==> src/design/sas_pkg.sv <==
// sas_pkg: shared constants and types of the SAR converter sequencer
package sas_pkg;

	// register word indexes; byte address is index times four
	localparam logic [9:0] CTL_IDX      = 10'h0F7;
	localparam logic [9:0] RESH_IDX     = 10'h0F8;
	localparam logic [9:0] RESL_IDX     = 10'h0F9;
	localparam logic [9:0] IRQ_STAT_IDX = 10'h0FA;
	localparam logic [9:0] IRQ_MASK_IDX = 10'h0FB;

	// converter_control field positions
	localparam int CHAN_MSB  = 7;
	localparam int CHAN_LSB  = 4;
	localparam int EOC_BIT   = 3;
	localparam int SPD_MSB   = 2;
	localparam int SPD_LSB   = 1;
	localparam int START_BIT = 0;

	// reset values
	localparam logic [3:0] CHAN_RST = 4'hF;
	localparam logic [1:0] SPD_RST  = 2'h0;

	localparam logic [3:0] CHAN_OFF   = 4'hF;
	localparam int         CHAN_COUNT = 13;
	localparam logic [11:0] SAR_HALF  = 12'h800;

	// conversion timing in conversion clocks
	localparam logic [2:0] SAMPLE_CLKS = 3'h5;
	localparam logic [4:0] BIT_CLKS    = 5'h0C;
	localparam logic [4:0] CONV_CLKS   = 5'h11;

	// oscillator periods per conversion clock, by speed code
	localparam logic [1:0] SPD_12   = 2'h1;
	localparam logic [4:0] DIV_SPD0 = 5'h10;
	localparam logic [4:0] DIV_SPD1 = 5'h0C;
	localparam logic [4:0] DIV_SPD2 = 5'h08;
	localparam logic [4:0] DIV_SPD3 = 5'h04;

	typedef enum logic [3:0] {
		ST_IDLE   = 4'b0001,
		ST_SAMPLE = 4'b0010,
		ST_CONV   = 4'b0100,
		ST_DONE   = 4'b1000
	} sas_state_t;

endpackage

==> src/design/sas_sar_reg.sv <==
// sas_sar_reg: successive approximation register, one bit per step
`timescale 1ns/10ps
`default_nettype none
module sas_sar_reg
	import sas_pkg::*;
(
	input  wire logic        clk_sys,
	input  wire logic        srst,
	input  wire logic        load,
	input  wire logic        step,
	input  wire logic        cmp,
	output var  logic [11:0] code,
	output var  logic        last
);
	logic [11:0] mask;

	// keep or drop the trial bit, then try the next lower one
	always_ff @(posedge clk_sys) begin
		if (srst) begin
			code <= 12'h000;
			mask <= 12'h000;
		end else if (load) begin
			code <= SAR_HALF;
			mask <= SAR_HALF;
		end else if (step) begin
			code <= (cmp ? code : (code & ~mask)) | (mask >> 1);
			mask <= mask >> 1;
		end
	end

	assign last = mask[0];
endmodule
`default_nettype wire

==> src/design/sas_sequencer.sv <==
// sas_sequencer: register file and sequencing of a 12-bit SAR converter
// What this block does
// - a 4-bit channel field routes at most one of thirteen inputs at a time
// - channel code all-ones shuts the converter down; otherwise it idles powered
// - setting control bit 0 while idle starts a conversion of the selected channel, unless that write's channel code is all-ones
// - approximation register loads half scale at start, then updates each step
// - five sampling clocks then twelve bit clocks, seventeen in total
// - at completion set end-of-conversion, store the result, go idle
// - upper 8 result bits in the high register, lower 4 in the low one
// - a new result overwrites the previous one
// - 2-bit speed field picks the conversion clock; code 01 is 12 periods
`timescale 1ns/10ps
`default_nettype none
module sas_sequencer
	import sas_pkg::*;
#(
	parameter logic [4:0] DIV_S0 = DIV_SPD0,
	parameter logic [4:0] DIV_S1 = DIV_SPD1,
	parameter logic [4:0] DIV_S2 = DIV_SPD2,
	parameter logic [4:0] DIV_S3 = DIV_SPD3
) (
	input  wire logic        CLK_SYS,
	input  wire logic        SRST,
	input  wire logic        WB_CYC_I,
	input  wire logic        WB_STB_I,
	input  wire logic        WB_WE_I,
	input  wire logic [11:0] WB_ADR_I,
	input  wire logic [3:0]  WB_SEL_I,
	input  wire logic [31:0] WB_DAT_I,
	output var  logic [31:0] WB_DAT_O,
	output var  logic        WB_ACK_O,
	output var  logic        IRQ,
	input  wire logic        CMP_IN,
	output var  logic [11:0] DAC_CODE,
	output var  logic        SH_SAMPLE,
	output var  logic [12:0] CH_SEL,
	output var  logic        ADC_PWR
);

	// register state
	logic [3:0]  chan;
	logic [1:0]  speed;
	logic        eoc;
	logic        start_pend;
	logic [11:0] result;
	logic        irq_stat;
	logic        irq_mask;

	// sequencing state
	sas_state_t  state;
	sas_state_t  next_state;
	logic [2:0]  samp_cnt;
	logic        tick;
	logic        div_clr;
	logic        sar_load;
	logic        sar_step;
	logic        sar_last;
	logic [11:0] sar_code;
	logic        powered;

	// bus decode
	logic        req;
	logic        wr;
	logic [9:0]  idx;
	logic        wr_ctl;
	logic        wr_stat;
	logic        wr_mask;
	logic        start_accept;
	logic [31:0] next_rdata;

	assign req     = WB_CYC_I && WB_STB_I && !WB_ACK_O;
	assign wr      = req && WB_WE_I && WB_SEL_I[0];
	assign idx     = WB_ADR_I[11:2];
	assign wr_ctl  = wr && (idx == CTL_IDX);
	assign wr_stat = wr && (idx == IRQ_STAT_IDX);
	assign wr_mask = wr && (idx == IRQ_MASK_IDX);
	assign powered = (chan != CHAN_OFF);

	// start only from idle and only with a live channel in the same write
	assign start_accept = wr_ctl && WB_DAT_I[START_BIT] && (state == ST_IDLE)
		&& (WB_DAT_I[CHAN_MSB:CHAN_LSB] != CHAN_OFF);

	// channel and speed fields
	always_ff @(posedge CLK_SYS) begin
		if (SRST) begin
			chan  <= CHAN_RST;
			speed <= SPD_RST;
		end else if (wr_ctl) begin
			chan  <= WB_DAT_I[CHAN_MSB:CHAN_LSB];
			speed <= WB_DAT_I[SPD_MSB:SPD_LSB];
		end
	end

	// start bit: one pulse per accepted write
	always_ff @(posedge CLK_SYS) begin
		if (SRST) begin
			start_pend <= 1'b0;
		end else if (start_accept) begin
			start_pend <= 1'b1;
		end else if (state == ST_IDLE) begin
			start_pend <= 1'b0;
		end else begin
			start_pend <= 1'b0;
		end
	end

	// end-of-conversion flag, cleared by the start write itself
	always_ff @(posedge CLK_SYS) begin
		if (SRST) begin
			eoc <= 1'b0;
		end else if (state == ST_DONE) begin
			eoc <= 1'b1;
		end else if (start_accept) begin
			eoc <= 1'b0;
		end
	end

	// sequence state
	always_ff @(posedge CLK_SYS) begin
		if (SRST) begin
			state <= ST_IDLE;
		end else begin
			state <= next_state;
		end
	end

	always_comb begin
		next_state = state;
		case (state)
			ST_IDLE: begin
				if (start_pend && powered) begin
					next_state = ST_SAMPLE;
				end
			end
			ST_SAMPLE: begin
				if (!powered) begin
					next_state = ST_IDLE;
				end else if (tick && (samp_cnt == SAMPLE_CLKS - 3'h1)) begin
					next_state = ST_CONV;
				end
			end
			ST_CONV: begin
				if (!powered) begin
					next_state = ST_IDLE;
				end else if (tick && sar_last) begin
					next_state = ST_DONE;
				end
			end
			ST_DONE: begin
				next_state = ST_IDLE;
			end
			default: begin
				next_state = ST_IDLE;
			end
		endcase
	end

	// sampling clocks counted in conversion ticks
	always_ff @(posedge CLK_SYS) begin
		if (SRST) begin
			samp_cnt <= 3'h0;
		end else if (state != ST_SAMPLE) begin
			samp_cnt <= 3'h0;
		end else if (tick) begin
			samp_cnt <= samp_cnt + 3'h1;
		end
	end

	assign div_clr  = (state == ST_IDLE);
	assign sar_load = (state == ST_IDLE) && (next_state == ST_SAMPLE);
	assign sar_step = (state == ST_CONV) && tick;

	sas_tick_div #(
		.DIV0 (DIV_S0),
		.DIV1 (DIV_S1),
		.DIV2 (DIV_S2),
		.DIV3 (DIV_S3)
	) u_div (
		.clk_sys (CLK_SYS),
		.srst    (SRST),
		.clr     (div_clr),
		.speed   (speed),
		.tick    (tick)
	);

	sas_sar_reg u_sar (
		.clk_sys (CLK_SYS),
		.srst    (SRST),
		.load    (sar_load),
		.step    (sar_step),
		.cmp     (CMP_IN),
		.code    (sar_code),
		.last    (sar_last)
	);

	// result store, always overwritten
	always_ff @(posedge CLK_SYS) begin
		if (SRST) begin
			result <= 12'h000;
		end else if (state == ST_DONE) begin
			result <= sar_code;
		end
	end

	// interrupt status: completion sets, write of one clears, set wins
	always_ff @(posedge CLK_SYS) begin
		if (SRST) begin
			irq_stat <= 1'b0;
		end else if (state == ST_DONE) begin
			irq_stat <= 1'b1;
		end else if (wr_stat && WB_DAT_I[0]) begin
			irq_stat <= 1'b0;
		end
	end

	always_ff @(posedge CLK_SYS) begin
		if (SRST) begin
			irq_mask <= 1'b0;
		end else if (wr_mask) begin
			irq_mask <= WB_DAT_I[0];
		end
	end

	always_ff @(posedge CLK_SYS) begin
		if (SRST) begin
			IRQ <= 1'b0;
		end else begin
			IRQ <= irq_stat && irq_mask;
		end
	end

	// analog side controls
	always_ff @(posedge CLK_SYS) begin
		if (SRST) begin
			ADC_PWR   <= 1'b0;
			SH_SAMPLE <= 1'b0;
		end else begin
			ADC_PWR   <= powered;
			SH_SAMPLE <= (next_state == ST_SAMPLE);
		end
	end

	// one-hot input routing; codes 13 and 14 route nothing
	always_ff @(posedge CLK_SYS) begin
		if (SRST) begin
			CH_SEL <= 13'h0000;
		end else begin
			for (int i = 0; i < CHAN_COUNT; i++) begin
				CH_SEL[i] <= powered && (chan == 4'(i));
			end
		end
	end

	assign DAC_CODE = sar_code;

	// register read mux
	always_comb begin
		next_rdata = 32'h0000_0000;
		if (req && !WB_WE_I) begin
			case (idx)
				CTL_IDX:      next_rdata[7:0] = {chan, eoc, speed, start_pend};
				RESH_IDX:     next_rdata[7:0] = result[11:4];
				RESL_IDX:     next_rdata[3:0] = result[3:0];
				IRQ_STAT_IDX: next_rdata[0]   = irq_stat;
				IRQ_MASK_IDX: next_rdata[0]   = irq_mask;
				default:      next_rdata      = 32'h0000_0000;
			endcase
		end
	end

	// single-wait acknowledge, also for unmapped addresses
	always_ff @(posedge CLK_SYS) begin
		if (SRST) begin
			WB_ACK_O <= 1'b0;
			WB_DAT_O <= 32'h0000_0000;
		end else begin
			WB_ACK_O <= req;
			WB_DAT_O <= next_rdata;
		end
	end

	// checking helpers
	logic       st_samp;
	logic       st_done;
	logic       rd_hi;
	logic       rd_lo;
	logic [4:0] tick_cnt;

	assign st_samp = (state == ST_SAMPLE);
	assign st_done = (state == ST_DONE);
	assign rd_hi   = req && !WB_WE_I && (idx == RESH_IDX);
	assign rd_lo   = req && !WB_WE_I && (idx == RESL_IDX);

	always_ff @(posedge CLK_SYS) begin
		if (SRST || (state == ST_IDLE)) begin
			tick_cnt <= 5'h00;
		end else if (tick) begin
			tick_cnt <= tick_cnt + 5'h01;
		end
	end
endmodule
`default_nettype wire

==> src/design/sas_tick_div.sv <==
// sas_tick_div: conversion clock tick from the oscillator clock
`timescale 1ns/10ps
`default_nettype none
module sas_tick_div
	import sas_pkg::*;
#(
	parameter logic [4:0] DIV0 = DIV_SPD0,
	parameter logic [4:0] DIV1 = DIV_SPD1,
	parameter logic [4:0] DIV2 = DIV_SPD2,
	parameter logic [4:0] DIV3 = DIV_SPD3
) (
	input  wire logic       clk_sys,
	input  wire logic       srst,
	input  wire logic       clr,
	input  wire logic [1:0] speed,
	output var  logic       tick
);
	logic [4:0] cnt;
	logic [4:0] lim;

	always_comb begin
		case (speed)
			2'h0: lim = DIV0;
			2'h1: lim = DIV1;
			2'h2: lim = DIV2;
			default: lim = DIV3;
		endcase
	end

	// one tick every lim cycles; clr restarts the period
	always_ff @(posedge clk_sys) begin
		if (srst || clr) begin
			cnt  <= 5'h00;
			tick <= 1'b0;
		end else if (cnt == lim - 5'h01) begin
			cnt  <= 5'h00;
			tick <= 1'b1;
		end else begin
			cnt  <= cnt + 5'h01;
			tick <= 1'b0;
		end
	end
endmodule
`default_nettype wire

==> config.mk <==
export PLATFORM = sky130hd
export DESIGN_NAME = sas_sequencer
export DESIGN_NICKNAME = d
export VERILOG_FILES = /design/src/design/sas_pkg.sv /design/src/design/sas_sar_reg.sv /design/src/design/sas_sequencer.sv /design/src/design/sas_tick_div.sv
export SDC_FILE = /design/constraint.sdc
export NUM_CORES = 1
export LEC_CHECK = 0
export ABC_AREA = 1
export BUFFER_PORTS_ARGS = -buffer_cell sky130_fd_sc_hd__buf_2
export CORE_MARGIN = 5
export CORE_UTILIZATION = 45
export DETAILED_ROUTE_END_ITERATION = 8
export PLACE_DENSITY = 0.82
export SYNTH_ARGS = -nofsm -noshare
export SYNTH_HDL_FRONTEND = slang
export SYNTH_HIERARCHICAL = 1
export SYNTH_SLANG_ARGS = --single-unit
==> constraint.sdc <==
create_clock -name CLK_SYS -period 1.55 [get_ports CLK_SYS]
set_input_delay 0.155 -clock CLK_SYS [delete_from_list [all_inputs] [get_ports CLK_SYS]]
set_output_delay 0.155 -clock CLK_SYS [all_outputs]
set_load 0.01 [all_outputs]
* Word level (Yosys, flattened, before mapping)
Cells that the tools add are included.
** Word-level totals
- Output and inout port bits :: 61
- Input port bits :: 54
- Register bits :: 108
- Logic and storage cells :: 122
** Cells by class
- Equal/unequal tests :: 29
- Add/subtract/negate cells :: 3
- Muxes and demuxes :: 21
- Reductions and logical operators :: 43
- Bitwise gates (word level) :: 4
** Operators by type and width (count)
- 12-bit 2-to-1 mux :: 5
- 10-bit by 8-bit == test with 1-bit output, second input constant :: 5
- 1-bit logical AND :: 31
- 4-bit == test, second input constant :: 6
- 4-bit by 3-bit == test with 1-bit output, second input constant :: 5
- 4-bit 2-to-1 mux :: 5
- 4-bit by 2-bit == test with 1-bit output, second input constant :: 4
- 5-bit case mux with 3 select lines :: 1
- 12-bit AND :: 1
- 12-bit inverter :: 1
- 12-bit by 11-bit OR with 12-bit output :: 1
- 4-bit case mux with 3 select lines :: 1
- 3-bit case mux with 3 select lines :: 1
- 4-bit by 1-bit == test with 1-bit output, second input constant :: 2
- 4-bit inequality test, second input constant :: 2
- 4-bit case mux with 2 select lines :: 1
- 2-bit OR reduction :: 4
- 1-bit 2-to-1 mux :: 6
- 2-bit nonzero test :: 3
- 5-bit by 1-bit adder with 5-bit output, second input constant :: 1
- 5-bit == test :: 1
- 1-bit case mux with 5 select lines :: 1
- 5-bit by 1-bit subtractor with 5-bit output, second input constant :: 1
- 4-bit logical NOT :: 1
- other kinds (9) :: 10

* Longest topological paths before layout
Gate-level depths: netlist (run 1).
- Word-level depth :: 10
- Mapped depth :: 11
- Depth with buffers taken out :: 10

* Cells and area by module
Netlist (run 1), hierarchy kept.
** Modules (own cells, without submodules)
- sas_sequencer :: sequential area each 1081.0 µm², instances 1, cells each 311, area each 2328.5 µm²
- sas_sar_reg :: sequential area each 480.5 µm², instances 1, cells each 105, area each 875.8 µm²
- sas_tick_div :: sequential area each 120.1 µm², instances 1, cells each 33, area each 272.8 µm²

* Least setup slack after synthesis (run 1)
Ideal clock, no wire load.
- Path kind :: register -> register
- From :: register state[3]
- To :: register u_sar.code[0]
- Arrival :: 1.397 ns
- Data required time :: 1.480 ns
- Setup slack :: 0.083 ns
- Clock period less this slack :: 1.467 ns
- Setup time :: 0.070 ns
- Buffers on the path :: 1
- Cell stages (with the launch flop) :: 9
- Cell sequence :: dfxtp_1 -> nor2_1 -> nand3_1 -> o21a_1 -> nand2_1 -> nor2_1 -> or2_4 -> buf_6 -> a21oi_1
** Between the ends
- Cells in the longest elaborated chain, start to end :: 6
- Elaborated cells between the ends (all ways) :: 13
- Classes of those cells :: eq/ne: 4; mux: 6; reduce/logical: 3
** Ends and longest elaborated chain
- start, declared :: line sas_sequencer.sv:50 : sas_state_t state;
- start signal, assigned :: line sas_sequencer.sv:123 : state <= next_state;
- 4-bit 2-to-1 mux (on tied branches) :: line sas_sequencer.sv:145, sas_sequencer.sv:138
- 4-bit 2-to-1 mux (on tied branches) :: line sas_sequencer.sv:143, sas_sequencer.sv:136
- 4-bit case mux with 3 select lines :: line sas_sequencer.sv:129 : case (state)
- 4-bit by 2-bit == test with 1-bit output :: line sas_sequencer.sv:170 : assign sar_load = (state == ST_IDLE) && (next_state == ST_SAMPLE);
- 1-bit logical AND * :: line sas_sequencer.sv:170
- net sar_load :: line sas_sequencer.sv:55 : logic sar_load;
- 2-bit OR reduction (no line) *
- end signal, assigned :: line sas_sar_reg.sv:26 : code <= (cmp ? code : (code & ~mask)) | (mask >> 1);
- end, declared :: line sas_sar_reg.sv:12 : output var logic [11:0] code,
The timed path passes the listed nets; every way through them passes the cells marked *.
A chain may end at the register's enable or synchronous reset.

* Worst setup path in the final report (run 1)
- From :: register state[0]
- To :: register u_sar.mask[6]
** Between the ends
- Cells in the longest elaborated chain, start to end :: 6
- Elaborated cells between the ends (all ways) :: 13
- Classes of those cells :: eq/ne: 4; mux: 6; reduce/logical: 3
** Ends and longest elaborated chain
- 4-bit 2-to-1 mux (on tied branches) :: line sas_sequencer.sv:145, sas_sequencer.sv:138
- 4-bit 2-to-1 mux (on tied branches) :: line sas_sequencer.sv:143, sas_sequencer.sv:136
- 4-bit case mux with 3 select lines :: line sas_sequencer.sv:129
- 4-bit by 2-bit == test with 1-bit output :: line sas_sequencer.sv:170
- 1-bit logical AND * :: line sas_sequencer.sv:170
- net sar_load :: line sas_sequencer.sv:55
- 2-bit OR reduction (no line) *
- end signal, assigned :: line sas_sar_reg.sv:27 : mask <= mask >> 1;
- end, declared :: line sas_sar_reg.sv:15 : logic [11:0] mask;
Marked as above.

==> results.ini, run 1 <==
[status]
status=finished with violations
violations=setup timing

[finish]
fin_cells=637
num_antenna_cells=0
fin_util_pct=55.3
nFillCells=693
multiInputGateArea_um2=1580
final_nets=587
layout-drive-gt1-share_pct=26.0
syn2layout_area_growth_pct=20.9
final_area_um2=4200
seq_area_um2=1690

[timing]
finalCritPeriodShare_pct=100
setup_viol=1
fmax_mhz=645
grt_setup_unrepaired=yes
worst_slack_ps=-1.41
hold_slack_ps=36.7
clock_skew_ps=8.54
finalMaxSlewViolations=0
fin_crit_ps=1550
finalHoldViolations=0

[detailed_routing]
firstDrtPassIters=5
wl_per_cell_um=12.1
drt_iter0_drc=204
vias=3099
drc=0
drt-total-wl_um=7680
viasPerCell=4.86
final_antenna_net_count=0

[pwr]
clockPowerShare_pct=42.1
power_uw=3990
switchingPower_uw=883
peakVddDrop_mv=0.705
comb_power_share_pct=3.9
swShare_pct=22.1
p_seq_share_pct=54.0
powerDensity_nw_per_um2=950
p_leak_uw=0.00183
p_int_uw=3110

[critical_path]
crit_family=simple AND/OR/NAND/NOR gates
cp-end-kind=register
cp.required_ps=1830
crit_path_frequent_cell=nor2_4
cp_data_arrival_time_ps=1830
crit_chain=inv_2 > nor2_4 > nand2_2 > nor2_1 > nor2_4 > nand2_2 > nor2_4 > or2_4 > a21oi_1
worst-path-buf-inv=1
crit_fanout=6
criticalPathCategory=reg -> reg
critical-path-max-stage-delay_ps=370
worst_setup_path_start_kind=register
critical-path-slowest-cell=dfxtp_2

[yosys]
avgSynthCellArea_um2=7.74
synth-seq-area-share_pct=48.4
ys.flop_type=dfxtp_1
syn_area_um2=3480
yosysUniqueCellTypes=36
yosysTopAreaCellShare_pct=48.4
yosys.area.top_type=dfxtp_1
yosys_warnings=6
async_flop_share_pct=0
ys_ff_latch=84
synth_edf_count=0
synth_area_leaders=dfxtp_1, nand2_1, nor2_1
synth_cells=449

[flow_run]
drv_cap=0

[placement]
dpl_cell_area_um2=3850
port_buffers=60
place_hpwl_um=5510
dp.cells=615
finalWeightedCongestion=0.898

[clock_tree]
cts.clk_slew.worst_paths_ps=90
cts_max_level=3
clkLatencyLatePin_ps=350
cts_tree=yes
numCtsBuffers=9
cts_max_path_buffers=2
cts-root-buf=clkbuf_8
clkSinkCount=84

[global_routing]
grt_pass1_wl_um=12800
grt_overflow_total=0
grt_max_degree=20
grt_use_total_pct=16.0
antenna_found_initial=0
grt_pass1_vias=2940

[die]
ios=115
die_w_um=97.9
rows=32
start_util_pct=45.7
core_area_um2=7610
die_area_um2=9580
die_h_um=97.9

[min_path]
hp-class=in -> reg

## tightest hold or removal path, stage by stage
cell and delay, ps:
buf_2 80, nor2_1 30, nor2_1 80
## layer usage
layer  part of all wire, %  up-vias  GRT usage [%]
met2                    45      139           24.8
met3                   9.4       22           4.79
met5                     0        -              0
li1                      -     1561              -
met4                   2.4        0           8.63
met1                    43     1377           20.0
## final cells by class
cell class              instances  area share [%]
flip-flops and latches         84            40.1
multi-input cells             316            37.5
repair buffers                 80            10.7
inverters                      39            3.48
clock buffers                  10            3.04
well taps                     102            3.04
clock inverters                 6            2.11
## sequential cells by signal, indices dropped and copies added, names as in the netlist
| register | count |
|---|---|
| CH_SEL | 13 |
| result | 12 |
| u_sar/code | 12 |
| u_sar/mask | 12 |
| WB_DAT_O | 8 |
| u_div/cnt | 5 |
| chan | 4 |
| state | 4 |
| samp_cnt | 3 |
| speed | 2 |
| ADC_PWR | 1 |
| IRQ | 1 |
| SH_SAMPLE | 1 |
| WB_ACK_O | 1 |
| eoc | 1 |
| irq_mask | 1 |
| irq_stat | 1 |
| start_pend | 1 |
| u_div/tick | 1 |
## path summary, 6_finish.rpt
check / slack (ps) / startpoint / depth (start not counted) / endpoint
worst max-delay path: -1 / state[0]$_SDFF_PP1_ / 9 / u_sar/mask[6]$_SDFFE_PP0P_
worst max register to register: -1 / state[0]$_SDFF_PP1_ / 9 / u_sar/mask[6]$_SDFFE_PP0P_
worst min register to register: 450 / u_div/cnt[0]$_SDFF_PP0_ / 1 / u_div/cnt[0]$_SDFF_PP0_
worst min-delay path: 40 / WB_DAT_I[2] / 3 / speed[1]$_SDFFE_PP0N_
## layout by cell type, fill, tap and decap left out, types with 5 or more instances in the layout
cell / count
nand3_2: 5
dfxtp_1: 79
nand2_1: 81
nor3_1: 9
buf_2: 60
o21ai_0: 18
inv_1: 35
nor2_4: 8
nor2_1: 64
conb_1: 24
a21oi_2: 7
a21oi_1: 30
clkbuf_8: 9
nand3_1: 38
buf_4: 20
dfxtp_2: 5
## kinds of logic after synthesis
| family | synth area share (%) |
|---|---|
| and+or+nand+nor | 28.0 |
| DFF | 48.4 |
| buffers and inverters | 12.0 |
| AOI/OAI and AO/OA | 9.50 |
| xor gates and xnor gates | 1.01 |
| adders and majority gates | 1.08 |
| other | 0.108 |
## Yosys cell counts (2+ instances only)
cell type	count
nor3_1	9
o21ai_0	18
nor2_1	71
buf_6	5
nor2_4	3
inv_2	2
buf_2	3
nand2_1	84
ha_1	3
a21oi_1	35
xor2_1	3
nor2_2	2
nand4_1	3
dfxtp_1	84
inv_1	36
buf_4	25
a21oi_2	2
buf_1	2
nand3_2	2
nand3_1	41
## power by group through the flow
| stage | sequential, uW | combinational [uW] | clock [uW] |
|---|---|---|---|
| 6_report | 2160 | 156 | 1680 |
| 4_1_cts | 2160 | 150 | 1720 |
| 2_1_floorplan | 2210 | 139 | 0 |
| 3_3_place_gp | 2210 | 141 | 0 |
| 3_5_place_dp | 2210 | 142 | 0 |
| 5_1_grt | 2160 | 175 | 1800 |
## through the flow
step | setup WS [ps] | setup TNS [ps]
2_1_floorplan | 83.3 | 0
3_3_place_gp | -70.2 | -1470
3_5_place_dp | -135 | -2570
4_1_cts | 9.46 | 0
5_1_grt | -59.1 | -625
6_report | -1.41 | -1.41
## repair_timing
item                       in CTS  in global routing
buffers inserted                0                  3
hold buffers                    0                  0
hold endpoints to repair        0                  0
gates resized for setup         6                 26
pin swaps                       2                 10
gates cloned                    3                  0
setup endpoints to repair      22                 24
(Power assumes the default switching activity.)
==> run 2, diff against run 1 <==
--- a/config.mk
+++ b/config.mk
@@ -8,9 +8,10 @@
 export ABC_AREA = 1
 export BUFFER_PORTS_ARGS = -buffer_cell sky130_fd_sc_hd__buf_2
 export CORE_MARGIN = 5
-export CORE_UTILIZATION = 45
+export CORE_UTILIZATION = 54
 export DETAILED_ROUTE_END_ITERATION = 8
-export PLACE_DENSITY = 0.82
+export PLACE_DENSITY = 0.92
+export SETUP_SLACK_MARGIN = 0.15
 export SYNTH_ARGS = -nofsm -noshare
 export SYNTH_HDL_FRONTEND = slang
 export SYNTH_HIERARCHICAL = 1
==> constraint.sdc (replaced) <==
create_clock -name CLK_SYS -period 1.9 [get_ports CLK_SYS]
set_input_delay 0.19 -clock CLK_SYS [delete_from_list [all_inputs] [get_ports CLK_SYS]]
set_output_delay 0.19 -clock CLK_SYS [all_outputs]
set_load 0.01 [all_outputs]
==> run 2 against run 1 <==
- the run now ends clean
- die area is 15% lower
- global-route usage increased by 3.3 points
- first-iteration DRC count is 0.98% higher
- combinational power fell by 22%
- utilization grew 7.7 points
- non-clock buffer count shrank 19
- highest routed layer unchanged
==> results.ini, run 2 (same netlist as run 1, synthesis figures left out) <==
[finish]
largest-register=CH_SEL
final_nets=568
final_area_um2=3970
syn2layout_area_growth_pct=14.3
largest_reg_flops=13
layout-drive-gt1-share_pct=20.7
num_antenna_cells=0
final_cell_mix=dfxtp_1, nand2_1, nor2_1

[die]
ios=115
die_area_um2=8140
rows=29
die_w_um=90.2
die_h_um=90.2
core_area_um2=6310
start_util_pct=55.1

[detailed_routing]
firstDrtPassIters=5
final_antenna_net_count=0
vias=3039
drt-total-wl_um=7700
drc=0
viasPerCell=5.12
drt_iter0_drc=206
wl_per_cell_um=13.0

[timing]
setup_tns_ps=0
hold_slack_ps=57.1
finalMaxSlewViolations=0
grt_setup_unrepaired=no
fmax_mhz=605
finalHoldViolations=0
fin_crit_ps=1650
clock_skew_ps=9.35
finalCritPeriodShare_pct=87.0
setup_viol=0

[pwr]
powerDensity_nw_per_um2=828
p_leak_uw=0.00175
peakVddDrop_mv=0.457

[clock_tree]
cts-root-buf=clkbuf_8
cts_max_level=3
numCtsBuffers=9
cts_tree=yes
cts_max_path_buffers=2
postCtsSetupBuffers=0
cts_hold_buffers=0
cts.clk_slew.worst_paths_ps=80
clkSinkCount=84
clkLatencyLatePin_ps=360

[placement]
port_buffers=60
place_hpwl_um=5550
finalWeightedCongestion=0.867
dpl_cell_area_um2=3700

[critical_path]
worst_setup_path_start_kind=register
regToRegSetupSlack_ps=250
cp_data_arrival_time_ps=1940
criticalPathCategory=reg -> reg
cp-end-kind=register
crit_fanout=5
cp.required_ps=2190

[global_routing]
antenna_found_initial=0
grt_pass1_wl_um=13100
grt_overflow_total=0
grt_use_total_pct=19.3
grt_max_degree=26
grt_pass1_vias=2953

[min_path]
hp-class=in -> reg

[status]
status=finished clean

[flow_run]
drv_cap=0

==> run 2: cell count changes in the layout (fill, tap and decap cells not counted), sizes merged <==
cell and change:
buf -19, inv +2, clkbuf -1, clkinvlp -1
==> run 2: worst max-delay path: stages (launching register included) <==
cell and delay, ps:
dfxtp_1 360, inv_1 80, nor2_1 160, nand2_2 130
nor2_1 160, nor2_2 70, nand2_2 110, nor2_4 60
or2_2 330, a21oi_1 140
==> run 2: per-stage QoR <==
step | util, % | setup WS, ps | instances | power, uW
after floorplan | - | 433 | 472 | 1920
after global placement | 58.6 | 256 | 574 | 1910
after detailed placement | 58.6 | 121 | 574 | 1910
after CTS | 62.3 | 172 | 591 | 3310
after global routing | 62.9 | 119 | 593 | 3420
final | 62.9 | 248 | 593 | 3290
==> run 2: what timing repair did <==
action	CTS	global route
gates cloned	1	2
gates resized for setup	2	11
setup endpoints to repair	22	24
pin swaps	1	0
==> run 2: metal layers <==
layer	GRT usage [%]	share of wire [%]
met2	30.9	49
met3	7.51	8.4
met5	0	0
met1	22.5	40
met4	9.18	2.7
==> run 2: final cells by class <==
class                   instances  area (um2)
fillers                       554        2340
flip-flops and latches         84        1680
multi-input cells             316        1520
repair buffers                 61         308
inverters                      39         146
clock buffers                   9         124
clock inverters                 7        98.8
well taps                      77        96.3
==> run 2: worst paths after layout <==
check | from | to | cells after the start
max | state[0]$_SDFF_PP1_ | u_sar/mask[3]$_SDFFE_PP0P_ | 9
min reg2reg | u_div/cnt[0]$_SDFF_PP0_ | u_div/cnt[0]$_SDFF_PP0_ | 1
max reg2reg | state[0]$_SDFF_PP1_ | u_sar/mask[3]$_SDFFE_PP0P_ | 9
min | WB_DAT_I[1] | speed[0]$_SDFFE_PP0N_ | 3
==> run 2: power by group <==
group	internal (uW)	switching, uW
registers	1760	0.362
clock network	749	659
logic	34.9	87.0
==> run 3, diff against run 2 <==
--- a/config.mk
+++ b/config.mk
@@ -8,9 +8,9 @@
 export ABC_AREA = 1
 export BUFFER_PORTS_ARGS = -buffer_cell sky130_fd_sc_hd__buf_2
 export CORE_MARGIN = 5
-export CORE_UTILIZATION = 54
+export CORE_UTILIZATION = 50
 export DETAILED_ROUTE_END_ITERATION = 8
-export PLACE_DENSITY = 0.92
+export PLACE_DENSITY = 0.86
 export SETUP_SLACK_MARGIN = 0.15
 export SYNTH_ARGS = -nofsm -noshare
 export SYNTH_HDL_FRONTEND = slang
==> constraint.sdc (replaced) <==
create_clock -name CLK_SYS -period 1.7 [get_ports CLK_SYS]
set_input_delay 0.17 -clock CLK_SYS [delete_from_list [all_inputs] [get_ports CLK_SYS]]
set_output_delay 0.17 -clock CLK_SYS [all_outputs]
set_load 0.01 [all_outputs]
==> run 3 against run 2 <==
- sequential share of layout area shrank 1.7 points
- critical endpoint is now u_sar/mask[10]$_SDFFE_PP0P_
- maximum frequency grew 8.4%
- die area up 7.1%
- register-to-register slack lost 70 ps
- highest routed layer unchanged
- cell count is 5.2% higher
- critical path depth unchanged
- largest power group unchanged
==> results.ini, run 3 (same netlist as run 1, synthesis figures left out) <==
[min_path]
hold_path_end=speed[0]$_SDFFE_PP0N_
min_from=WB_DAT_I[1]
hp-class=in -> reg
hold_path_depth=3

[critical_path]
r2r_cells=9
crit_family=simple AND/OR/NAND/NOR gates
critical-path-max-stage-delay_ps=370
worst-path-buf-inv=0
cp-end-kind=register
regToRegSetupSlack_ps=180
cp.required_ps=1950
crit_chain=nor2_4 > nand3_2 > nand3_2 > nand2_2 > nor2_4 > nand2_2 > nor2_4 > or2_4 > a21oi_1
crit_path_frequent_cell=nor2_4
critical-path-slowest-cell=dfxtp_4
crit_fanout=6
worst_setup_path_start_kind=register
cp_data_arrival_time_ps=1780
criticalPathCategory=reg -> reg
worstReg2RegEnd=u_sar/mask[10]$_SDFFE_PP0P_
reg2reg_from=state[2]$_SDFF_PP0_

[clock_tree]
cts-root-buf=clkbuf_8
numCtsBuffers=9
cts.clk_slew.worst_paths_ps=90
cts_max_level=3
cts_max_path_buffers=2
clkSinkCount=84
clkLatencyLatePin_ps=370
cts_tree=yes

[timing]
fin_crit_ps=1520
fmax_mhz=656
finalHoldViolations=0
finalCritPeriodShare_pct=89.7
clock_skew_ps=17.1
worst_pin_slew_ps=501
worst_slack_ps=175
finalMaxSlewViolations=0
setup_tns_ps=0
hold_slack_ps=37.4
slew_headroom_pct=66.6
setup_viol=0
grt_setup_unrepaired=yes

[placement]
port_buffers=60
dp_slack_ps=-57.0
finalWeightedCongestion=0.881
dp.cells=598
place_hpwl_um=5410

[detailed_routing]
wl_per_cell_um=12.4
drc=0
drt_iter0_drc=190
drt-total-wl_um=7750
final_antenna_net_count=0
vias=3045
firstDrtPassIters=4
viasPerCell=4.88

[pwr]
p_seq_share_pct=56.3
peakVddDrop_mv=0.545
powerDensity_nw_per_um2=837
power_uw=3490
comb_power_share_pct=4.1
p_int_uw=2580
swShare_pct=25.9
p_leak_uw=0.00180
clockPowerShare_pct=39.7
switchingPower_uw=903

[die]
die_w_um=93.4
start_util_pct=51.2
rows=30
ios=115
die_h_um=93.4
die_area_um2=8720
core_area_um2=6790

[global_routing]
grt_max_degree=28
grt_pass1_vias=2790
antenna_found_initial=0
grt_overflow_total=0
grt_use_total_pct=17.8
grt_pass1_wl_um=12400

[finish]
final_nets=580
fin_cells=624
syn2layout_area_growth_pct=19.8
largest-register=CH_SEL
final_cell_mix=nand2_1, dfxtp_1, nor2_1
num_antenna_cells=0
layout-drive-gt1-share_pct=26.7
largest_reg_flops=13
final_common_cell=nand2_1

[flow_run]
drv_cap=0

[status]
status=finished clean

run 3: changes by cell type in the layout (fill, tap and decap cells not counted), sizes merged:
cell      change
clkinv        +1
buf          +12
clkinvlp      -1
bufinv        -2
inv           +2
run 3: through the flow:
step,util (%),cell area (um2)
5_1_grt,61.3,4170
4_1_cts,59.4,4030
3_3_place_gp,55.3,3760
6_report,61.3,4170
2_1_floorplan,-,3560
3_5_place_dp,55.3,3760
run 3: final cells by class:
type                    count  area [um2]
fillers                   571        2630
inverters                  39         149
clock inverters             7        76.3
clock buffers               9         124
multi-input cells         316        1600
repair buffers             73         398
well taps                  96         120
flip-flops and latches     84        1700
run 3: worst reg2reg max path, delay by kind of cell, from the launching register on:
family | cells | cell delay [ps]
flops | 1 | 370
simple gates | 8 | 1000
compound gates | 1 | 50
run 3: power groups by stage:
stage	combinational, uW	clock (uW)	sequential (uW)
4_1_cts	135	1410	1970
3_5_place_dp	128	0	2010
6_report	142	1380	1960
2_1_floorplan	127	0	2010
5_1_grt	158	1510	1960
3_3_place_gp	125	0	2010
run 3: routing by layer:
layer / GRT usage, % / up-vias / share of wire (%)
met5: 0 / - / 0
li1: - / 1543 / -
met4: 8.06 / 0 / 1.9
met3: 4.51 / 16 / 7.1
met2: 29.8 / 116 / 49
met1: 21.2 / 1370 / 42
run 3: worst max-delay path by stage:
stage,from,endpoint,slack (ps),depth (start not counted)
final,state[2]$_SDFF_PP0_,u_sar/mask[10]$_SDFFE_PP0P_,180,9
after detailed placement,state[3]$_SDFF_PP0_,u_sar/mask[8]$_SDFFE_PP0P_,-60,9
after floorplan,state[3]$_SDFF_PP0_,u_sar/code[0]$_SDFFE_PP0P_,230,8
after global placement,state[2]$_SDFF_PP0_,u_sar/mask[3]$_SDFFE_PP0P_,80,9
after global routing,state[2]$_SDFF_PP0_,u_sar/code[3]$_SDFFE_PP0P_,70,9
after CTS,state[1]$_SDFF_PP0_,u_sar/code[4]$_SDFFE_PP0P_,180,8
run 3: repair_timing:
action                                  CTS  global route
pin swaps                                 4            10
endpoints found under the setup margin   24            30
gates cloned                              3             0
buffers inserted                          2             5
resized for setup                        15            29
hold endpoints to repair                  0             0
hold buffers                              0             0
